--- src/hw/pmirq_regs.svh ---
// Register offsets, field positions, reset values and timing counts
`ifndef PMIRQ_REGS_SVH
`define PMIRQ_REGS_SVH
// ==========================================================
// Register offsets
`define PMIRQ_OFF_FLAGS_ONE   8'h0b
`define PMIRQ_OFF_FLAGS_TWO   8'h0c
`define PMIRQ_OFF_MASK_ONE    8'h0d
`define PMIRQ_OFF_MASK_TWO    8'h0e
`define PMIRQ_OFF_MODE_ONE    8'h0f
`define PMIRQ_OFF_MODE_TWO    8'h10
`define PMIRQ_OFF_STEP_RATE   8'h11
`define PMIRQ_OFF_STATUS_TWO  8'h0a
// ==========================================================
// Reset values
`define PMIRQ_RST_FLAGS       8'h00
`define PMIRQ_RST_MASK        8'h00
`define PMIRQ_RST_MODE_ONE    8'h80
`define PMIRQ_RST_MODE_TWO    8'h00
`define PMIRQ_RST_STEP_RATE   8'h1b
// ==========================================================
// Field positions
`define PMIRQ_BIT_FAULT_EN    7
`define PMIRQ_BIT_SOFT_RST    7
`define PMIRQ_BIT_FORCED      0
`define PMIRQ_BIT_FAULT_IRQ   0
// ==========================================================
// Step time codes and their times in microseconds
`define PMIRQ_STEP_30US       3'h2
`define PMIRQ_STEP_40US       3'h3
`define PMIRQ_STEP_80US       3'h7
`define PMIRQ_STEP_30_TIME_US 30
`define PMIRQ_STEP_40_TIME_US 40
`define PMIRQ_STEP_80_TIME_US 80
`define PMIRQ_CLK_MHZ         50
`define PMIRQ_STEP_30_CYC     (`PMIRQ_STEP_30_TIME_US * `PMIRQ_CLK_MHZ)
`define PMIRQ_STEP_40_CYC     (`PMIRQ_STEP_40_TIME_US * `PMIRQ_CLK_MHZ)
`define PMIRQ_STEP_80_CYC     (`PMIRQ_STEP_80_TIME_US * `PMIRQ_CLK_MHZ)
`endif

--- src/hw/pmirq_pkg.sv ---
// Types shared by the register block
`default_nettype none
package pmirq_pkg;
   // Step tick state, Gray path idle -> count -> tick
   typedef enum logic [1:0]
   {
      PMIRQ_ST_IDLE  = 2'b00,
      PMIRQ_ST_COUNT = 2'b01,
      PMIRQ_ST_TICK  = 2'b11
   } pmirq_step_state_type;
endpackage : pmirq_pkg
`default_nettype wire

--- src/hw/pmirq_registers.sv ---
// Interrupt, mask, mode and step-rate register block of the power device
// Functional notes
// Second flag register reads, then clears
// Short and power-good-lost events set bits 7..4
// Input over/under-voltage set bits 3, 2
// Thermal bit 1, fault pin fall bit 0
// Mask one bits 7..5 hold over-current flags
// Mask one bits 4..0 hold overvolt/short flags
// Mask two bits 7..4 hold their flags
// Mask two bits 3..0 hold; masks reset zero
// Fault pin enable resets to one
// Discharge enables per rail, reset off
// Bias enable bit 3, reset off
// Rail enables bits 2..0, reset off
// Soft reset restores every field
// Fault pin trigger sets forced shutdown latch
// Latch writable only while pin high
// Negative rail step time bits 5..3
// Positive rail step time bits 2..0
// First flag register mirrors mask one bits
// Status bit shows live fault pin level
// Flags stay set until read
`default_nettype none
`include "pmirq_regs.svh"
module pmirq_registers
(
   input  wire logic       ref_clk,
   input  wire logic       rst_n,
   input  wire logic       reg_wr,
   input  wire logic       reg_rd,
   input  wire logic [7:0] reg_addr,
   input  wire logic [7:0] reg_wdata,
   input  wire logic [7:0] fault_one_events,
   input  wire logic [6:0] fault_two_events,
   input  wire logic [6:0] live_status,
   input  wire logic       fault_input_pin,
   output logic      [7:0] reg_rdata,
   output logic            fault_pin_enable,
   output logic      [2:0] discharge_en,
   output logic            bias_enable,
   output logic      [2:0] rail_enable,
   output logic            forced_shutdown_latch,
   output logic      [2:0] neg_rail_step_time,
   output logic      [2:0] pos_rail_step_time,
   output logic            pos_rail_step_tick,
   output logic            neg_rail_step_tick
);
   logic [7:0] interrupt_mask_one;
   logic [7:0] interrupt_mask_two;
   logic [7:0] mode_control_one;
   logic [7:0] mode_control_two;
   logic [7:0] scaling_step_rate;
   logic [7:0] interrupt_flags_one;
   logic [7:0] interrupt_flags_two;
   logic       soft_rst;
   logic       pin_last;
   logic       pin_fall;
   logic [7:0] events_two;
   logic       rd_flags_one;
   logic       rd_flags_two;
   logic [7:0] next_rdata;

   // Register write decode, shared by every writable register
   function automatic logic hit(input logic [7:0] a, input logic [7:0] off);
      hit = (a == off);
   endfunction : hit

   // ==========================================================
   // Soft reset pulse and fault pin edge
   // soft reset pulse
   assign soft_rst = reg_wr && hit(reg_addr, `PMIRQ_OFF_MODE_TWO)
                     && reg_wdata[`PMIRQ_BIT_SOFT_RST];
   // falling pin edge, only when pin function is on
   assign pin_fall = pin_last && !fault_input_pin && mode_control_one[`PMIRQ_BIT_FAULT_EN];
   // flag two event map, pin fall at bit 0
   assign events_two = {fault_two_events, pin_fall};
   assign rd_flags_one = reg_rd && hit(reg_addr, `PMIRQ_OFF_FLAGS_ONE);
   assign rd_flags_two = reg_rd && hit(reg_addr, `PMIRQ_OFF_FLAGS_TWO);

   // Pin history; seeded high so a pin already low after reset gives a fall
   always_ff @(posedge ref_clk or negedge rst_n)
   begin
      if (!rst_n)
         pin_last <= 1'b1;
      else
         pin_last <= fault_input_pin;
   end

   // ==========================================================
   // Flag registers
   // first flag bank
   pmirq_flag_bank u_flags_one
   (
      .ref_clk    (ref_clk),
      .rst_n      (rst_n),
      .soft_rst   (soft_rst),
      .event_in   (fault_one_events),
      .mask       (interrupt_mask_one),
      .read_clear (rd_flags_one),
      .flags      (interrupt_flags_one)
   );
   // second flag bank
   pmirq_flag_bank u_flags_two
   (
      .ref_clk    (ref_clk),
      .rst_n      (rst_n),
      .soft_rst   (soft_rst),
      .event_in   (events_two),
      .mask       (interrupt_mask_two),
      .read_clear (rd_flags_two),
      .flags      (interrupt_flags_two)
   );

   // ==========================================================
   // Mask registers
   // masks reset to zero
   always_ff @(posedge ref_clk or negedge rst_n)
   begin
      if (!rst_n)
      begin
         interrupt_mask_one <= `PMIRQ_RST_MASK;
         interrupt_mask_two <= `PMIRQ_RST_MASK;
      end
      else if (soft_rst)
      begin
         interrupt_mask_one <= `PMIRQ_RST_MASK;
         interrupt_mask_two <= `PMIRQ_RST_MASK;
      end
      else if (reg_wr)
      begin
         if (hit(reg_addr, `PMIRQ_OFF_MASK_ONE))
            interrupt_mask_one <= reg_wdata;
         if (hit(reg_addr, `PMIRQ_OFF_MASK_TWO))
            interrupt_mask_two <= reg_wdata;
      end
   end

   // ==========================================================
   // Mode control one and step rate
   // plain read-write fields
   always_ff @(posedge ref_clk or negedge rst_n)
   begin
      if (!rst_n)
      begin
         mode_control_one  <= `PMIRQ_RST_MODE_ONE;
         scaling_step_rate <= `PMIRQ_RST_STEP_RATE;
      end
      else if (soft_rst)
      begin
         mode_control_one  <= `PMIRQ_RST_MODE_ONE;
         scaling_step_rate <= `PMIRQ_RST_STEP_RATE;
      end
      else if (reg_wr)
      begin
         if (hit(reg_addr, `PMIRQ_OFF_MODE_ONE))
            mode_control_one <= reg_wdata;
         if (hit(reg_addr, `PMIRQ_OFF_STEP_RATE))
            scaling_step_rate <= reg_wdata;
      end
   end

   // ==========================================================
   // Mode control two; soft reset bit is self clearing
   always_ff @(posedge ref_clk or negedge rst_n)
   begin
      if (!rst_n)
         mode_control_two <= `PMIRQ_RST_MODE_TWO;
      else if (soft_rst)
         mode_control_two <= `PMIRQ_RST_MODE_TWO;
      else
      begin
         if (reg_wr && hit(reg_addr, `PMIRQ_OFF_MODE_TWO))
         begin
            mode_control_two[6:1] <= reg_wdata[6:1];
            // latch write honoured only while pin high
            if (fault_input_pin)
               mode_control_two[`PMIRQ_BIT_FORCED] <= reg_wdata[`PMIRQ_BIT_FORCED];
         end
         // trigger sets latch, winning over a write
         if (pin_fall)
            mode_control_two[`PMIRQ_BIT_FORCED] <= 1'b1;
      end
   end

   // ==========================================================
   // Read mux; unmapped offsets read zero
   always_comb
   begin
      next_rdata = 8'h00;
      unique case (reg_addr)
         `PMIRQ_OFF_STATUS_TWO: next_rdata = {live_status, fault_input_pin};
         `PMIRQ_OFF_FLAGS_ONE:  next_rdata = interrupt_flags_one;
         `PMIRQ_OFF_FLAGS_TWO:  next_rdata = interrupt_flags_two;
         `PMIRQ_OFF_MASK_ONE:   next_rdata = interrupt_mask_one;
         `PMIRQ_OFF_MASK_TWO:   next_rdata = interrupt_mask_two;
         `PMIRQ_OFF_MODE_ONE:   next_rdata = mode_control_one;
         `PMIRQ_OFF_MODE_TWO:   next_rdata = mode_control_two;
         `PMIRQ_OFF_STEP_RATE:  next_rdata = scaling_step_rate;
         default:               next_rdata = 8'h00;
      endcase
   end

   // Read data registered; it shows the value before the clear
   always_ff @(posedge ref_clk or negedge rst_n)
   begin
      if (!rst_n)
         reg_rdata <= 8'h00;
      else if (reg_rd)
         reg_rdata <= next_rdata;
   end

   // ==========================================================
   // Control outputs, registered copies of the fields
   always_ff @(posedge ref_clk or negedge rst_n)
   begin
      if (!rst_n)
      begin
         fault_pin_enable      <= 1'b1;
         discharge_en          <= 3'h0;
         bias_enable           <= 1'b0;
         rail_enable           <= 3'h0;
         forced_shutdown_latch <= 1'b0;
         neg_rail_step_time    <= `PMIRQ_STEP_40US;
         pos_rail_step_time    <= `PMIRQ_STEP_40US;
      end
      else
      begin
         fault_pin_enable      <= mode_control_one[`PMIRQ_BIT_FAULT_EN];
         discharge_en          <= mode_control_one[6:4];
         bias_enable           <= mode_control_one[3];
         rail_enable           <= mode_control_one[2:0];
         forced_shutdown_latch <= mode_control_two[`PMIRQ_BIT_FORCED];
         neg_rail_step_time    <= scaling_step_rate[5:3];
         pos_rail_step_time    <= scaling_step_rate[2:0];
      end
   end

   // ==========================================================
   // Step tick timers for the two scaled rails
   pmirq_step_timer u_pos_step
   (
      .ref_clk   (ref_clk),
      .rst_n     (rst_n),
      .run       (rail_enable[2]),
      .code      (pos_rail_step_time),
      .step_tick (pos_rail_step_tick)
   );
   pmirq_step_timer u_neg_step
   (
      .ref_clk   (ref_clk),
      .rst_n     (rst_n),
      .run       (rail_enable[1]),
      .code      (neg_rail_step_time),
      .step_tick (neg_rail_step_tick)
   );

   // ==========================================================
   // Assertions
   property p_flag_read_clear;
      @(posedge ref_clk) disable iff (!rst_n)
      (rd_flags_two && !soft_rst && events_two == 8'h00) |=> interrupt_flags_two == 8'h00;
   endproperty
   a_flag_read_clear: assert property (p_flag_read_clear)
      else $error("flag two not cleared by read");

   property p_event_sets;
      @(posedge ref_clk) disable iff (!rst_n)
      (!soft_rst && fault_two_events[6] && !interrupt_mask_two[7]) |=> interrupt_flags_two[7];
   endproperty
   a_event_sets: assert property (p_event_sets)
      else $error("short event did not set flag");

   property p_pin_fall_sets;
      @(posedge ref_clk) disable iff (!rst_n)
      (!soft_rst && pin_fall && !interrupt_mask_two[0]) |=> interrupt_flags_two[0];
   endproperty
   a_pin_fall_sets: assert property (p_pin_fall_sets)
      else $error("pin fall did not set flag");

   property p_mask_holds;
      @(posedge ref_clk) disable iff (!rst_n)
      (!soft_rst && !rd_flags_one && interrupt_mask_one[7]) |=>
         interrupt_flags_one[7] == $past(interrupt_flags_one[7]);
   endproperty
   a_mask_holds: assert property (p_mask_holds)
      else $error("masked flag changed");

   property p_soft_reset;
      @(posedge ref_clk) disable iff (!rst_n)
      soft_rst |=> mode_control_one == 8'h80 && scaling_step_rate == 8'h1b
                   && interrupt_mask_two == 8'h00 ##1 fault_pin_enable;
   endproperty
   a_soft_reset: assert property (p_soft_reset)
      else $error("soft reset did not restore fields");

   property p_latch_set;
      @(posedge ref_clk) disable iff (!rst_n)
      (pin_fall && !soft_rst) |=> ##1 forced_shutdown_latch;
   endproperty
   a_latch_set: assert property (p_latch_set)
      else $error("forced latch not set by trigger");

   property p_latch_locked;
      @(posedge ref_clk) disable iff (!rst_n)
      (!fault_input_pin && !pin_fall && !soft_rst) |=>
         $stable(mode_control_two[`PMIRQ_BIT_FORCED]);
   endproperty
   a_latch_locked: assert property (p_latch_locked)
      else $error("forced latch changed while pin low");

   property p_flag_sticky;
      @(posedge ref_clk) disable iff (!rst_n)
      (interrupt_flags_two[3] && !rd_flags_two && !soft_rst) |=> interrupt_flags_two[3];
   endproperty
   a_flag_sticky: assert property (p_flag_sticky)
      else $error("flag dropped without read");

   property p_rail_out;
      @(posedge ref_clk) disable iff (!rst_n)
      1'b1 |=> rail_enable == $past(mode_control_one[2:0])
               && bias_enable == $past(mode_control_one[3]);
   endproperty
   a_rail_out: assert property (p_rail_out)
      else $error("rail enable output mismatch");

   c_read_clear: cover property (@(posedge ref_clk) disable iff (!rst_n)
      interrupt_flags_two != 8'h00 && rd_flags_two);
   c_pin_fall: cover property (@(posedge ref_clk) disable iff (!rst_n) pin_fall);
   c_soft_rst: cover property (@(posedge ref_clk) disable iff (!rst_n) soft_rst);
   c_step_tick: cover property (@(posedge ref_clk) disable iff (!rst_n) pos_rail_step_tick);
endmodule : pmirq_registers
`default_nettype wire

--- src/hw/pmirq_flag_bank.sv ---
// Eight sticky read-to-clear interrupt flags with per-bit masks
`default_nettype none
`include "pmirq_regs.svh"
module pmirq_flag_bank
(
   input  wire logic       ref_clk,
   input  wire logic       rst_n,
   input  wire logic       soft_rst,
   input  wire logic [7:0] event_in,
   input  wire logic [7:0] mask,
   input  wire logic       read_clear,
   output var  logic [7:0] flags
);
   // ==========================================================
   // Flag storage; a set in the clearing cycle wins
   always_ff @(posedge ref_clk or negedge rst_n)
   begin
      if (!rst_n)
         flags <= `PMIRQ_RST_FLAGS;
      else if (soft_rst)
         flags <= `PMIRQ_RST_FLAGS;
      else
         flags <= (read_clear ? 8'h00 : flags) | (event_in & ~mask);
   end
endmodule : pmirq_flag_bank
`default_nettype wire

--- src/hw/pmirq_step_timer.sv ---
// Step tick generator for one rail's voltage-scaling slew
`default_nettype none
`include "pmirq_regs.svh"
module pmirq_step_timer
(
   input  wire logic       ref_clk,
   input  wire logic       rst_n,
   input  wire logic       run,
   input  wire logic [2:0] code,
   output var  logic       step_tick
);
   logic [12:0]                   count;
   pmirq_pkg::pmirq_step_state_type state;

   // Code to cycle count; unlisted codes fall back to the default rate
   function automatic logic [12:0] step_cycles(input logic [2:0] c);
      unique case (c)
         `PMIRQ_STEP_30US: step_cycles = 13'(`PMIRQ_STEP_30_CYC);
         `PMIRQ_STEP_80US: step_cycles = 13'(`PMIRQ_STEP_80_CYC);
         default:          step_cycles = 13'(`PMIRQ_STEP_40_CYC);
      endcase
   endfunction : step_cycles

   // ==========================================================
   // Count one step period, then pulse
   always_ff @(posedge ref_clk or negedge rst_n)
   begin
      if (!rst_n)
      begin
         state     <= pmirq_pkg::PMIRQ_ST_IDLE;
         count     <= 13'h0000;
         step_tick <= 1'b0;
      end
      else
      begin
         step_tick <= 1'b0;
         unique case (state)
            pmirq_pkg::PMIRQ_ST_IDLE:
            begin
               count <= 13'h0001;
               if (run)
                  state <= pmirq_pkg::PMIRQ_ST_COUNT;
            end
            pmirq_pkg::PMIRQ_ST_COUNT:
            begin
               if (!run)
                  state <= pmirq_pkg::PMIRQ_ST_IDLE;
               else if (count >= step_cycles(code))
               begin
                  state     <= pmirq_pkg::PMIRQ_ST_TICK;
                  step_tick <= 1'b1;
               end
               else
                  count <= count + 13'h0001;
            end
            pmirq_pkg::PMIRQ_ST_TICK:
            begin
               count <= 13'h0002;
               state <= run ? pmirq_pkg::PMIRQ_ST_COUNT : pmirq_pkg::PMIRQ_ST_IDLE;
            end
            default:
               state <= pmirq_pkg::PMIRQ_ST_IDLE;
         endcase
      end
   end
endmodule : pmirq_step_timer
`default_nettype wire

--- config.mk ---
export PLATFORM = sky130hd
export DESIGN_NAME = pmirq_registers
export DESIGN_NICKNAME = d
export VERILOG_FILES = /design/src/hw/pmirq_pkg.sv /design/src/hw/pmirq_registers.sv /design/src/hw/pmirq_flag_bank.sv /design/src/hw/pmirq_step_timer.sv
export VERILOG_INCLUDE_DIRS = /design/src /design/src/hw
export SDC_FILE = /design/constraint.sdc
export NUM_CORES = 1
export LEC_CHECK = 0
export ABC_AREA = 1
export BUFFER_PORTS_ARGS = -buffer_cell sky130_fd_sc_hd__buf_2
export CAP_MARGIN = 40
export CORE_MARGIN = 3
export CORE_UTILIZATION = 45
export DETAILED_ROUTE_END_ITERATION = 16
export PLACE_DENSITY = 0.75
export SLEW_MARGIN = 20
export SYNTH_ARGS = -nofsm -noshare
export SYNTH_HDL_FRONTEND = slang
export SYNTH_SLANG_ARGS = --single-unit
export TNS_END_PERCENT = 50
--- constraint.sdc ---
create_clock -name ref_clk -period 5.7 [get_ports ref_clk]
set_clock_uncertainty 0.2 [all_clocks]
set_input_delay 0.57 -clock ref_clk [delete_from_list [all_inputs] [get_ports ref_clk]]
set_output_delay 0.57 -clock ref_clk [all_outputs]
set_load 0.01 [all_outputs]
[After elaboration in Yosys (flattened, before gate mapping)]
Index checks and enable logic that the tools add are counted.
Word-level totals
  bits in registers: 111
  input bits: 43
  output and inout bits: 25
  word-level logic and storage cells: 134
Cells by class
  add/sub/neg operators: 2
  order comparisons: 2
  equal/unequal tests: 24
  mux-type cells: 49
  bitwise operators: 6
  reductions and logical operators: 28
Operator list (number)
  8-bit two-way mux: 16
  13-bit two-way mux: 8
  13-bit case mux with 3 select lines: 2
  8-bit case mux with 8 select lines: 1
  8-bit by 4-bit equality test with 1-bit output (second input constant): 6
  12-bit case mux with 2 select lines: 2
  13-bit by 1-bit adder with 13-bit output (second input constant): 2
  13-bit >= comparator: 2
  8-bit AND: 2
  8-bit by 5-bit equality test with 1-bit output (second input constant): 2
  8-bit NOT: 2
  8-bit bitwise OR: 2
  7-bit two-way mux: 2
  2-bit AND reduction: 7
  2-bit two-way mux: 6
  2-bit != test (second input constant): 6
  2-bit case mux with 3 select lines: 2
  2-bit nonzero test: 6
  3-bit nonzero test: 4
  1-bit two-way mux: 10
  3-bit by 2-bit equality test with 1-bit output (second input constant): 2
  3-bit equality test (second input constant): 2
  1-bit logical AND: 6
  3-bit by 2-bit != test with 1-bit output (second input constant): 2
  other kinds (5): 9

[Logic depth before layout (Yosys ltp)]
  word-level depth: 8
  gate-level depth with buffers: 13
  depth with buffers taken out: 12

[By module]
From an unflattened synthesis, not the netlist that was laid out.
Unflattened totals
  cell total of the unflattened synthesis: 832
  area, all modules: 6257.3 um^2
Modules (own cells, without submodules)
  pmirq_registers: instances 1, cells each 380, area each 3039.2 um^2, seq. area each 1590.3 um^2
  pmirq_step_timer: instances 2, cells each 184, area each 1270.0 um^2, seq. area each 400.4 um^2
  pmirq_flag_bank: instances 2, cells each 42, area each 339.1 um^2, seq. area each 200.2 um^2

[Worst setup path after synthesis]
Ideal clock, no wire load.
  kind: register to register
  from: register pos_rail_step_time[1]
  to: register u_pos_step.count[1]
  setup time: 0.117 ns
  arrival: 1.846 ns
  data required time: 5.383 ns
  slack: 3.537 ns
  cell stages (with the launch flop): 13
  path buffers: 1
  period minus slack after synthesis: 2.163 ns
  cells stage by stage: dfstp_2 -> inv_1 -> nor3_1 -> inv_1 -> ha_1 -> nand2_1 -> nor2_1 -> nand3_1 -> nand4_1 -> nand2_1 -> buf_4 -> nand2_1 -> nand2_1
On the way
  cells in the longest elaborated chain, start to end: 7
  elaborated cells on any way between the ends: 8
  those cells by class: order compare (1); eq/ne (3); mux (3); reduce/logical (1)
RTL lines
  start, declared: line pmirq_registers.sv:44  | output logic [2:0] pos_rail_step_time,
  start signal, assigned: line pmirq_registers.sv:224  | pos_rail_step_time <= `PMIRQ_STEP_40US;
  start signal, assigned: line pmirq_registers.sv:234  | pos_rail_step_time <= scaling_step_rate[2:0];
  3-bit equality test or 3-bit by 2-bit equality test with 1-bit output (tied branches): line pmirq_step_timer.sv:17  | unique case (c)
  12-bit case mux with 2 select lines *: line pmirq_step_timer.sv:17
  13-bit two-way mux *: line pmirq_step_timer.sv:46  | if (!run)
  13-bit two-way mux *: line pmirq_step_timer.sv:37  | unique case (state)
  13-bit >= comparator *: line pmirq_step_timer.sv:48  | else if (count >= step_cycles(code))
  2-bit != test (no source line) *
  3-bit AND reduction (no source line) *
  end signal, assigned: line pmirq_step_timer.sv:54  | count <= count + 13'h0001;
  end, declared: line pmirq_step_timer.sv:12  | logic [12:0] count;
Every way passes the cells marked *; elsewhere a longest branch is shown, timed or not. The select of a mux whose other input is x is not followed.
A chain may end at the register's enable or synchronous reset.

[Final worst setup path]
  from: register pos_rail_step_time[1]
  to: register u_pos_step.count[0]
Same word-level chain as after synthesis.

==> results.ini <==
[final_layout]
fillers=1308
fin_util=0.519
mostFrequentLayoutCells=nand2_1, nand3_1, dfrtp_1
nets=940
drive_gt1_frac=0.166
final_common_cell=nand2_1
areaGrowthSynthToFinish_pct=12.2
insertedDiodeCount=0

[clock_network]
post-cts-setup-buffers=0
ctsHoldBuffers=0
clockBufferDepth=2
numClockSinks=111
cts_max_level=3
cts_tree=done
clkSlewWorstSetupHoldPaths_ns=0.07
clk-insertion-delay-late_ns=0.36
cts_resized=0
cts_made_buffers=9
cts-root-buf=clkbuf_16

[grt]
gr-total-overflow=0
antenna_found_initial=0
grt_pass1_wl_mm=25.4
grt_max_degree=60
first_global_vias=5202
gr-usage-all-layers=0.216

[logic_synthesis]
synth_top_area_share=0.407
ys_seq_elements=111
avgSynthCellArea_um2=7.52
postSynthCellCount=818
ys_seq_area_frac=0.454
syn_area_um2=6150
yosys_warnings=0
yosys.area.top_type=dfrtp_1
synth_nets=879
yosys-top-cells-area=dfrtp_1, nand2_1, nand3_1
synth_cell_types=31

[sta]
timing_worst_slew_pin_value_ns=0.723
hold_viol_final=0
fmaxAchievable_mhz=335
report.final.slew_viol_count=0
finalCriticalPeriod_ns=2.98
slew-limit-headroom=0.516
finalSetupViolations=0
whs_ns=0.0406
rsz0062_at_grt=false
setup_tns_ns=0
fin_crit_sh=0.524

[critical_path]
cp.depth=12
r2r_cells=12
cpMostUsedCell=nand2_1
cp_num_buf_inv=2
required_ns=5.80
critPathSlowestCell=nand2_1
crit_path_cell_trace=inv_1 -> nor3_1 -> ha_1 -> inv_1 -> nor2_1 -> nand2_1 -> nor2_1 -> nor2_1 -> nand4_1 -> nand2_1 -> nand2_1 -> nand2_1
path_class=reg2reg
endpoint_kind=flop
crit_path_max_incr_delay_ns=0.58
cp_top_family=simple AND/OR/NAND/NOR gates
startpoint_type=flop
cp.arrival_ns=3.08
cp_max_fo=14

[placement]
dp_hpwl_mm=11.1
io_buffers=67
gp_congestion=0.929

[worst_hold_path]
hold_path.class=in2async

[pwr]
leakage_nw=3.56
power.density_nw_per_um2=243
finalPower_mw=1.68
ir_worst_vdd_mv=0.168

[run_status]
status=finished, final reports clean

[drt]
wl_met1_mm=6.82
wl_met3_um=899
ant_nets=0
vias_per_cell=5.13
finalWirelength_mm=15.0
drt_pre_antenna_iters=5
routedWlPerCell_um=14.1
wl_met2_mm=6.85
drtIter0Drc=413
route.vias.total=5438
drcViolationCount=0
highest_layer=met4

[die]
rows=42
die_h_um=123
die_w_um=123
pin_count=68
start_util=0.463
design.die.area_um2=15100
core_area_um2=13300

[run]
cap_violations=0

==> path summary, 6_finish.rpt <==
| kind | startpoint | to | slack (ns) |
|---|---|---|---|
| worst min-delay path | rst_n | mode_control_one[3] | 0.04 |
| min in group ref_clk | fault_input_pin | pin_last | 0.16 |
| worst max-delay path | pos_rail_step_time[1] | u_pos_step.count[0] | 2.72 |
| worst max register to register | pos_rail_step_time[1] | u_pos_step.count[0] | 2.72 |
| worst min register to register | scaling_step_rate[0] | pos_rail_step_time[0] | 0.19 |
| max in group asynchronous | rst_n | u_neg_step.count[12] | 4.08 |
==> per-layer routing <==
layer  global-route usage  vias to the layer above
li1                     -                     2749
met1                0.295                     2489
met2                0.342                      174
met3               0.0288                       26
met4               0.0987                        0
met5                    0                        -
==> cell usage after synthesis, drive strengths merged <==
library cell  number
nand2            263
nand3            107
dfrtp            100
inv               95
nor2              76
o21ai             64
a21oi             30
nor3              21
ha                18
buf               17
dfstp             11
nand4              6
clkbuf             2
nand3b             2
xnor2              2
a21boi             1
clkinv             1
o211ai             1
xor2               1
==> per-stage QoR <==
| step | std cells | instance area [um^2] | setup slack, ns |
|---|---|---|---|
| global route | 1060 | 6900 | 2.46 |
| floorplan | 818 | 6150 | 3.54 |
| detailed placement | 1044 | 6620 | 2.73 |
| global placement | 1043 | 6600 | 2.76 |
| CTS | 1060 | 6900 | 2.74 |
| finish | 1060 | 6900 | 2.72 |
==> cells by family after synthesis <==
group	after synthesis	share of synthesized area
XOR/XNOR	3	0.00427
AND/OR/NAND/NOR	475	0.338
buffers and inverters	115	0.0793
adder cells (fa/ha/maj)	18	0.0366
AO/OA/AOI/OAI	96	0.0880
flip-flops	111	0.454
==> sequential cells by signal (all words and copies together) (netlist names) <==
register	flops
scaling_step_rate	8
interrupt_mask_two	8
mode_control_one	8
u_pos_step.count	13
u_flags_one.flags	8
u_neg_step.step_tick	1
pin_last	1
forced_shutdown_latch	1
reg_rdata	8
u_neg_step.state	2
discharge_en	3
u_neg_step.count	13
pos_rail_step_time	3
rail_enable	3
u_pos_step.state	2
bias_enable	1
interrupt_mask_one	8
u_pos_step.step_tick	1
fault_pin_enable	1
mode_control_two	7
neg_rail_step_time	3
u_flags_two.flags	8
==> area by class of cell <==
type                            instances  area, um^2  area share
Timing Repair Buffer                   69         373      0.0540
Inverter                               96         364      0.0527
Multi-Input combinational cell        592        2870       0.416
Tap cell                              176         220      0.0319
Clock inverter                          7        56.3     0.00816
Sequential cell                       111        2790       0.404
Clock buffer                            9         225      0.0326
==> where the power goes <==
part           switching (mW)  total [mW]  internal [mW]
logic                   0.116       0.177         0.0612
clock network           0.306       0.608          0.302
registers              0.0430       0.893          0.850
No activity file was read; power rests on OpenSTA's default activity.
